==> src/ibl_defs.vh <==
// Purpose: constants for the serial memory boot loader
// Assumes: 25 MHz system clock
// Notes: definitions only
`ifndef IBL_DEFS_VH
`define IBL_DEFS_VH
`define IBL_SLAVE_ADDR 7'h50
`define IBL_KEY_WORD 16'h08aa
`define IBL_START_PTR_HI 8'h00
`define IBL_START_PTR_LO 8'h00
`define IBL_SYS_CLK_HZ 25000000
`define IBL_BIT_RATE_HZ 100000
// half bit period in system clocks: 25e6 / (2 * 100e3)
`define IBL_HALF_BIT ((`IBL_SYS_CLK_HZ / (2 * `IBL_BIT_RATE_HZ)))
`define IBL_RSVD_WORDS 4'h5
`define IBL_DATA_PIN_SEL 6'h20
`define IBL_CLOCK_PIN_SEL 6'h21
`endif

==> src/ibl_bit_engine.v <==
// Purpose: byte level serial bus master engine (start, stop, byte write, byte read)
// Assumes: open-drain bus, single master
// Notes: clock stretching honoured through sampled clock line
`timescale 1ns/1ns
module ibl_bit_engine
(
  input wire clk,
  input wire rst_b,
  input wire [15:0] half_period,
  input wire [7:0] prescale,
  input wire [2:0] cmd,
  input wire cmd_valid,
  input wire [7:0] wr_byte,
  input wire rd_ack,
  input wire sda_in,
  input wire scl_in,
  output reg busy,
  output reg done,
  output reg [7:0] rd_byte,
  output reg nack,
  output reg sda_oe,
  output reg scl_oe
);
// cmd codes: 1 start, 2 stop, 3 write, 4 read
reg [15:0] cnt;
reg [7:0] pcnt;
reg [3:0] bitn;
reg [1:0] ph;
reg [2:0] op;
reg [8:0] sh;
wire tick;
assign tick = (pcnt == 8'h00) && (cnt == 16'h0000);
always @(posedge clk)
begin
  if (!rst_b)
  begin
    busy <= 1'b0;
    done <= 1'b0;
    rd_byte <= 8'h00;
    nack <= 1'b0;
    sda_oe <= 1'b0;
    scl_oe <= 1'b0;
    cnt <= 16'h0000;
    pcnt <= 8'h00;
    bitn <= 4'h0;
    ph <= 2'b00;
    op <= 3'b000;
    sh <= 9'h000;
  end
  else
  begin
    done <= 1'b0;
    if (!busy)
    begin
      if (cmd_valid)
      begin
        busy <= 1'b1;
        op <= cmd;
        ph <= 2'b00;
        bitn <= 4'h0;
        cnt <= half_period;
        pcnt <= prescale;
        sh <= (cmd == 3'h4) ? {8'hff, ~rd_ack} : {wr_byte, 1'b1};
      end
    end
    else if (!scl_oe && !scl_in)
    begin
      // released clock still low (stretch or sampler lag): hold the timer
      cnt <= cnt;
    end
    else if (!tick)
    begin
      if (pcnt != 8'h00)
        pcnt <= pcnt - 8'h01;
      else
      begin
        pcnt <= prescale;
        cnt <= cnt - 16'h0001;
      end
    end
    else
    begin
      cnt <= half_period;
      pcnt <= prescale;
      ph <= ph + 2'b01;
      case (op)
        3'h1:
        begin
          case (ph)
            // data released before clock, so a repeated start is no stop
            2'b00: sda_oe <= 1'b0;
            2'b01: scl_oe <= 1'b0;
            2'b10: sda_oe <= 1'b1;
            default: begin scl_oe <= 1'b1; busy <= 1'b0; done <= 1'b1; end
          endcase
        end
        3'h2:
        begin
          case (ph)
            2'b00: begin scl_oe <= 1'b1; sda_oe <= 1'b1; end
            2'b01: scl_oe <= 1'b0;
            2'b10: sda_oe <= 1'b0;
            default: begin busy <= 1'b0; done <= 1'b1; end
          endcase
        end
        default:
        begin
          // low half drives data; sample at end of high half, after any stretch
          if (ph[0] == 1'b0)
          begin
            scl_oe <= 1'b1;
            if (bitn != 4'h0)
              sh <= {sh[7:0], sda_in};
            if (bitn == 4'h9)
            begin
              busy <= 1'b0;
              done <= 1'b1;
              rd_byte <= sh[7:0];
              nack <= sda_in;
            end
            else if (bitn == 4'h0)
              sda_oe <= ~sh[8];
            else
              sda_oe <= ~sh[7];
          end
          else
          begin
            scl_oe <= 1'b0;
            bitn <= bitn + 4'h1;
            ph <= 2'b00;
          end
        end
      endcase
    end
  end
end
endmodule // ibl_bit_engine

==> src/ibl_loader.v <==
// Purpose: boot loader pulling a program image from a serial memory on a two-wire bus
// Assumes: memory answers at 0x50 with 16-bit word addressing, 8-bit data
// Notes: loaded words leave through a one-cycle write strobe
`timescale 1ns/1ns
`include "ibl_defs.vh"
////////////////////////////////////////////////////////////////////////////////
// Operation
// - address memory at seven-bit address 0x50
// - set pointer with two-byte word address
// - route pins 32 and 33, init first
// - initial timing 50 percent, 100 kHz
// - load prescaler and half periods from stream
// - ignore arbitration, busy, slave-addressed indications
// - check acknowledge only on first transaction
// - later address phases ignore missing acknowledge
// - first transaction random read of key
// - later fetches two-byte sequential reads, low first
// - key arrives as 0xaa then 0x08
// - bytes 19 to 22 entry point, upper first
// - copy size, destination, data until zero size
module ibl_loader
#(
  parameter HALF_BIT = `IBL_HALF_BIT
)
(
  input wire clk,
  input wire rst_b,
  input wire start,
  input wire sda_in,
  input wire scl_in,
  output reg sda_out,
  output reg sda_oe,
  output reg scl_out,
  output reg scl_oe,
  output reg [5:0] boot_serial_data_pin,
  output reg [5:0] boot_serial_clock_pin,
  output reg [7:0] bus_clock_prescaler,
  output reg [15:0] bit_high_period,
  output reg [15:0] bit_low_period,
  output reg [31:0] entry_point,
  output reg [31:0] wr_addr,
  output reg [15:0] wr_data,
  output reg wr_strobe,
  output reg load_done,
  output reg load_fail
);
localparam S_IDLE = 10'h001;
localparam S_PTR = 10'h002;
localparam S_KEY = 10'h004;
localparam S_DIV = 10'h008;
localparam S_RSV = 10'h010;
localparam S_ENT = 10'h020;
localparam S_SIZE = 10'h040;
localparam S_DST = 10'h080;
localparam S_DATA = 10'h100;
localparam S_END = 10'h200;
reg [9:0] state;
reg [3:0] step;
reg [3:0] wcnt;
reg [1:0] ecnt;
reg [15:0] size_left;
reg [15:0] word;
reg [15:0] got;
reg got_v;
reg quit;
reg sda_lag;
reg [2:0] cmd;
reg cmd_valid;
reg [7:0] wr_byte;
reg rd_ack;
reg sda_m;
reg sda_s;
reg scl_m;
reg scl_s;
wire eng_busy;
wire eng_done;
wire [7:0] eng_byte;
wire eng_nack;
wire eng_sda_oe;
wire eng_scl_oe;
wire [15:0] half_period;
////////////////////////////////////////////////////////////////////////////////
// pin sampling and engine
always @(posedge clk)
begin
  if (!rst_b)
  begin
    sda_m <= 1'b1;
    sda_s <= 1'b1;
    scl_m <= 1'b1;
    scl_s <= 1'b1;
  end
  else
  begin
    sda_m <= sda_in;
    sda_s <= sda_m;
    scl_m <= scl_in;
    scl_s <= scl_m;
  end
end
// single half period used for both halves: the high setting, low setting unused
assign half_period = bit_high_period;
ibl_bit_engine u_eng
(
  .clk(clk),
  .rst_b(rst_b),
  .half_period(half_period),
  .prescale(bus_clock_prescaler),
  .cmd(cmd),
  .cmd_valid(cmd_valid),
  .wr_byte(wr_byte),
  .rd_ack(rd_ack),
  .sda_in(sda_s),
  .scl_in(scl_s),
  .busy(eng_busy),
  .done(eng_done),
  .rd_byte(eng_byte),
  .nack(eng_nack),
  .sda_oe(eng_sda_oe),
  .scl_oe(eng_scl_oe)
);
always @(posedge clk)
begin
  if (!rst_b)
  begin
    sda_out <= 1'b0;
    scl_out <= 1'b0;
    sda_lag <= 1'b0;
    sda_oe <= 1'b0;
    scl_oe <= 1'b0;
  end
  else
  begin
    // data moves a cycle after the clock so the two never change together
    sda_lag <= eng_sda_oe;
    sda_oe <= sda_lag;
    scl_oe <= eng_scl_oe;
  end
end
////////////////////////////////////////////////////////////////////////////////
// transaction sequencer: step walks one transaction
// pointer write: start, addr+w, ptr hi, ptr lo; word read: start, addr+r, rd, rd, stop
function [2:0] step_cmd;
  input [3:0] s;
  input first;
  begin
    case (s)
      4'h0: step_cmd = 3'h1;
      4'h1: step_cmd = 3'h3;
      4'h2: step_cmd = first ? 3'h3 : 3'h4;
      4'h3: step_cmd = first ? 3'h3 : 3'h4;
      4'h4: step_cmd = first ? 3'h1 : 3'h2;
      4'h5: step_cmd = 3'h3;
      4'h6: step_cmd = 3'h4;
      4'h7: step_cmd = 3'h4;
      default: step_cmd = 3'h2;
    endcase
  end
endfunction
wire first_tr;
wire [3:0] last_step;
assign first_tr = (state == S_PTR);
assign last_step = first_tr ? 4'h8 : 4'h4;
always @(posedge clk)
begin
  if (!rst_b)
  begin
    state <= S_IDLE;
    step <= 4'h0;
    wcnt <= 4'h0;
    ecnt <= 2'b00;
    size_left <= 16'h0000;
    word <= 16'h0000;
    got <= 16'h0000;
    got_v <= 1'b0;
    quit <= 1'b0;
    cmd <= 3'h0;
    cmd_valid <= 1'b0;
    wr_byte <= 8'h00;
    rd_ack <= 1'b0;
    boot_serial_data_pin <= 6'h00;
    boot_serial_clock_pin <= 6'h00;
    bus_clock_prescaler <= 8'h00;
    bit_high_period <= 16'h0000;
    bit_low_period <= 16'h0000;
    entry_point <= 32'h00000000;
    wr_addr <= 32'h00000000;
    wr_data <= 16'h0000;
    wr_strobe <= 1'b0;
    load_done <= 1'b0;
    load_fail <= 1'b0;
  end
  else
  begin
    cmd_valid <= 1'b0;
    wr_strobe <= 1'b0;
    got_v <= 1'b0;
    // arbitration, busy and slave-addressed status never looked at
    if (state != S_IDLE && state != S_END && !eng_busy && !cmd_valid && !eng_done && !got_v)
    begin
      cmd <= step_cmd(step, first_tr);
      cmd_valid <= 1'b1;
      rd_ack <= (step == (first_tr ? 4'h6 : 4'h2));
      case (step)
        4'h1: wr_byte <= {`IBL_SLAVE_ADDR, ~first_tr};
        4'h2: wr_byte <= `IBL_START_PTR_HI;
        4'h3: wr_byte <= `IBL_START_PTR_LO;
        default: wr_byte <= {`IBL_SLAVE_ADDR, 1'b1};
      endcase
    end
    if (eng_done)
    begin
      if (first_tr && eng_nack && (step == 4'h1 || step == 4'h2 || step == 4'h3))
      begin
        // finish with a stop so the bus is left free for others
        step <= last_step;
        quit <= 1'b1;
      end
      else
      begin
        // later address phase nack ignored; a dead bus then hangs here
        if (step == (first_tr ? 4'h6 : 4'h2))
          word[7:0] <= eng_byte;
        if (step == (first_tr ? 4'h7 : 4'h3))
          word[15:8] <= eng_byte;
        if (step == last_step)
        begin
          step <= 4'h0;
          got <= word;
          got_v <= 1'b1;
        end
        else
          step <= step + 4'h1;
      end
    end
    case (state)
      S_IDLE:
      begin
        if (start)
        begin
          boot_serial_data_pin <= `IBL_DATA_PIN_SEL;
          boot_serial_clock_pin <= `IBL_CLOCK_PIN_SEL;
          bus_clock_prescaler <= 8'h00;
          bit_high_period <= HALF_BIT[15:0];
          bit_low_period <= HALF_BIT[15:0];
          state <= S_PTR;
        end
      end
      S_PTR:
      begin
        if (got_v)
        begin
          if (quit)
          begin
            state <= S_END;
            load_fail <= 1'b1;
          end
          else if (got == `IBL_KEY_WORD)
            state <= S_DIV;
          else
          begin
            state <= S_END;
            load_fail <= 1'b1;
          end
          wcnt <= 4'h0;
        end
      end
      S_DIV:
      begin
        if (got_v)
        begin
          wcnt <= wcnt + 4'h1;
          case (wcnt)
            4'h0: bus_clock_prescaler <= got[7:0];
            4'h1: bit_high_period <= got;
            default:
            begin
              bit_low_period <= got;
              state <= S_RSV;
              wcnt <= 4'h0;
            end
          endcase
        end
      end
      S_RSV:
      begin
        if (got_v)
        begin
          wcnt <= wcnt + 4'h1;
          if (wcnt == `IBL_RSVD_WORDS - 4'h1)
          begin
            state <= S_ENT;
            ecnt <= 2'b00;
          end
        end
      end
      S_ENT:
      begin
        if (got_v)
        begin
          ecnt <= ecnt + 2'b01;
          if (ecnt == 2'b00)
            entry_point[31:16] <= {8'h00, got[7:0]};
          else
          begin
            entry_point[15:0] <= got;
            state <= S_SIZE;
          end
        end
      end
      S_SIZE:
      begin
        if (got_v)
        begin
          if (got == 16'h0000)
          begin
            state <= S_END;
            load_done <= 1'b1;
          end
          else
          begin
            size_left <= got;
            ecnt <= 2'b00;
            state <= S_DST;
          end
        end
      end
      S_DST:
      begin
        if (got_v)
        begin
          ecnt <= ecnt + 2'b01;
          if (ecnt == 2'b00)
            wr_addr[31:16] <= got;
          else
          begin
            wr_addr[15:0] <= got;
            state <= S_DATA;
          end
        end
      end
      S_DATA:
      begin
        if (got_v)
        begin
          wr_data <= got;
          wr_strobe <= 1'b1;
          size_left <= size_left - 16'h0001;
          if (size_left == 16'h0001)
            state <= S_SIZE;
        end
        if (wr_strobe)
          wr_addr <= wr_addr + 32'h00000001;
      end
      S_END:
      begin
        state <= S_END;
      end
      default:
      begin
        state <= S_IDLE;
      end
    endcase
  end
end
endmodule // ibl_loader

==> config.mk <==
export PLATFORM = sky130hd
export DESIGN_NAME = ibl_loader
export DESIGN_NICKNAME = d
export VERILOG_FILES = /design/src/ibl_bit_engine.v /design/src/ibl_loader.v
export VERILOG_INCLUDE_DIRS = /design/src
export SDC_FILE = /design/constraint.sdc
export NUM_CORES = 1
export LEC_CHECK = 0
export ABC_AREA = 1
export BUFFER_PORTS_ARGS = -buffer_cell sky130_fd_sc_hd__buf_4
export CAP_MARGIN = 20
export CORE_UTILIZATION = 59
export CTS_CLUSTER_DIAMETER = 120
export DETAILED_ROUTE_END_ITERATION = 7
export HOLD_SLACK_MARGIN = 0.1
export PLACE_DENSITY = 0.8
export RECOVER_POWER = 25
export SYNTH_ARGS = -nofsm -noshare
export SYNTH_HDL_FRONTEND = slang
export SYNTH_SLANG_ARGS = --single-unit
==> constraint.sdc <==
create_clock -name clk -period 1.9 [get_ports clk]
set_input_delay 0.095 -clock clk [delete_from_list [all_inputs] [get_ports clk]]
set_output_delay 0.095 -clock clk [all_outputs]
set_load 0.1 [all_outputs]
==> impl_metrics.toml <==
[die]
ios = 144
die_w_um = 149
rows = 53
die_h_um = 149
core_um2 = 21100
start_util_pct = 60.4
dieArea_um2 = 22200

[sta]
period_share_pct = 104
tightest_slew_ns = 0.976
slew_violations = 0
max_freq_ghz = 0.505
rsz0062_at_grt = "yes"
setup_viol = 27
finalHoldViolations = 0
period_needed_ns = 1.98
hold_slack_ns = 0.284
slew_headroom_pct = 34.9
skew_ns = 0.0126
fin_ws_ns = -0.0807

[global_routing]
track_usage_pct = 33.5
grt-ovfl-total = 0
grt_pass1_vias = 12026
antenna_found_initial = 0
grt_pass1_wl_mm = 59.5
grt_max_degree = 119

[clocking]
cts-root-buf = "clkbuf_16"
tritoncts = "done"
clockBufferDepth = 3
clock_sinks = 254
cts_buffers = 28
clk_transition_reported_paths_ns = 0.06
insertion_delay_ns = 0.54
h-tree-depth = 1

[critical_path]
cp-start-kind = "register"
crit_required_ns = 2.34
crit_family = "simple AND/OR/NAND/NOR gates"
cp_data_arrival_time_ns = 2.42
r2r_slack_ns = -0.08
path_max_fanout = 7
r2r_end = "wr_addr[0]$_SDFFE_PN0P_"
crit_slowest_cell = "dfxtp_2"
r2r-start = "state[6]$_SDFFE_PN0P_"
crit_type = "register to register"
crit_buf_inv = 3
end_kind = "register"
crit_path_max_incr_delay_ns = 0.33
r2r_cells = 11
path_cells = "nor2_4, nand2_2, nor2_4, buf_4, buf_4, nand3_1, nand3_4, clkbuf_16, nand2_2, nand2_1, nor2_1"

[route]
final_antenna_net_count = 0
drc = 0
wl_mm = 40.8
wl_per_cell_um = 17.1
dr.pass1.iters = 6
viasPerCell = 5.62
vias = 13437
drt-initial-drc-count = 1072

[cells_and_area]
final_common_cell = "nand2_1"
drive_above_1_share_pct = 23.8
mostFrequentLayoutCells = "342 x nand2_1, 285 x nor2_1, 215 x dfxtp_1, 172 x inv_1, 167 x a21oi_1"
diodes = 0
nets = 2124
synthToLayoutAreaGrowth_pct = 28.2
fin_area_um2 = 16300

[placed_design]
hpwl_mm = 26.9
place_ws_ns = -0.150
portBuffers = 124
gp_congestion = 0.943
place_area_um2 = 14500

[yosys]
yosysUniqueCellTypes = 46
synthCells = 1876
syn-cell-area_um2 = 12700
ys_seq_elements = 254
synth_top_flop_cell = "dfxtp_1"
synthAdderAreaFrac_pct = 2.16
ys_warn_count = 0
synthXorXnorAreaFrac_pct = 3.10
synth_top_family_by_area = "simple AND/OR/NAND/NOR gates"
synth_mux_area_share_pct = 0
syn_avg_cell_area_um2 = 6.78
async_flop_share_pct = 0
synthSimpleGateAreaFrac_pct = 28.8
synth_compound_area_share_pct = 16.6
ys_seq_area_share_pct = 39.9
synth_edf_count = 0

[hold_path]
worstHoldPathType = "primary input to register"
worstHoldStart = "scl_in"
worstHoldPathCells = 3
hold_end = "scl_m$_SDFF_PN1_"

[pwr]
ir_drop_mv = 1.15
p_total_mw = 23.1
powerDensity_nw_per_um2 = 1420
leakage_nw = 7.27

[run_status]
failed_checks = "setup timing"
outcome = "complete, but fails checks"

[run]
timing.max_cap.violations = 0
## registers in the layout, indices dropped and copies added, names as in the netlist, 16 cells and up
name	cells
entry_point	24
size_left	16
bit_low_period	16
bit_high_period	16
got	16
word	16
wr_addr	32
wr_data	16
u_eng.cnt	16
## cell type report
class,count,area (µm²)
repair inverters,2,15.0
multi-input cells,1362,7010
flip-flops and latches,254,5140
clock buffers,36,792
repair buffers,262,2120
well taps,275,344
inverters,187,728
fillers,1580,4770
clock inverters,12,168
## Yosys cell counts (all sizes together), types with 2 or more instances
cell	number	area share, %
xor2	35	2.4
nand3	80	3.4
ha	22	2.2
nor3	47	2.0
nor2	316	9.9
o21a	2	0.12
nand3b	3	0.18
a211oi	2	0.12
buf	51	2.7
nand2	392	12
nand4	19	0.98
clkbuf	40	1.2
o211ai	6	0.35
nor3b	2	0.12
or2	6	0.29
o21ai	201	7.9
or3	2	0.098
xnor2	10	0.69
o21bai	3	0.18
inv	187	5.5
a31oi	6	0.29
dfxtp	254	40
o22ai	2	0.21
a21oi	184	7.3
## worst register-to-register path: cells and delay by family, from the launching register on
| kind | cells | cell delay [ns] |
|---|---|---|
| buffers and inverters | 3 | 0.47 |
| flip-flops | 1 | 0.33 |
| AND/OR/NAND/NOR | 8 | 1.08 |
## per-layer routing
metal  wire length, µm  global-route usage [%]  vias to the layer above  part of all wire [%]
li1                  -                       -                     6479                     -
met1             16000                    41.2                     6197                    39
met2             19700                    57.2                      594                    48
met3              2750                    3.85                      167                   6.7
met4              2320                    18.1                        0                   5.7
met5                 0                       0                        -                     0
## repair_timing
item	CTS	global route
pin swaps	0	38
hold buffers	4	0
gates resized for setup	17	188
setup endpoints to repair	38	184
hold endpoints to repair	5	0
cloned	1	12
setup buffers	0	25
## power breakdown
group	total, mW	internal, mW	switching [mW]
combinational	10.7	3.33	7.36
clock	5.68	3.46	2.22
sequential	6.78	6.11	0.672
total	23.1	12.9	10.3
## how the worst max path moves through the flow
stage	from	to	slack, ns	depth (start not counted)
after floorplan	wr_addr[3]$_SDFFE_PN0P_	wr_addr[20]$_SDFFE_PN0P_	-0.01	11
after global placement	u_eng.cnt[1]$_SDFFE_PN0P_	u_eng.cnt[12]$_SDFFE_PN0P_	-0.12	10
after detailed placement	u_eng.cnt[1]$_SDFFE_PN0P_	u_eng.cnt[8]$_SDFFE_PN0P_	-0.15	10
after CTS	state[5]$_SDFFE_PN0P_	bit_low_period[13]$_SDFFE_PN0P_	0.0008	9
after global routing	state[6]$_SDFFE_PN0P_	wr_addr[0]$_SDFFE_PN0P_	-0.15	11
final	state[6]$_SDFFE_PN0P_	wr_addr[0]$_SDFFE_PN0P_	-0.08	11
## cell families (layout without fill, tap and decap cells)
logic type                 Yosys count  after routing
DFF                                254            254
adders and majority gates           22             22
AOI/OAI and AO/OA                  407            407
and+or+nand+nor                    869            869
buffers and inverters              278            499
other                                1             19
xor gates and xnor gates            45             45
## metrics by stage
step	std cells	util [%]	TNS, ns
finish	2390	77.4	-0.906
global route	2390	77.4	-7.00
CTS	2353	73.7	0
detailed placement	2300	68.6	-0.898
global placement	2300	68.6	-0.504
floorplan	1894	-	-0.0107
(Power assumes the default switching activity.)
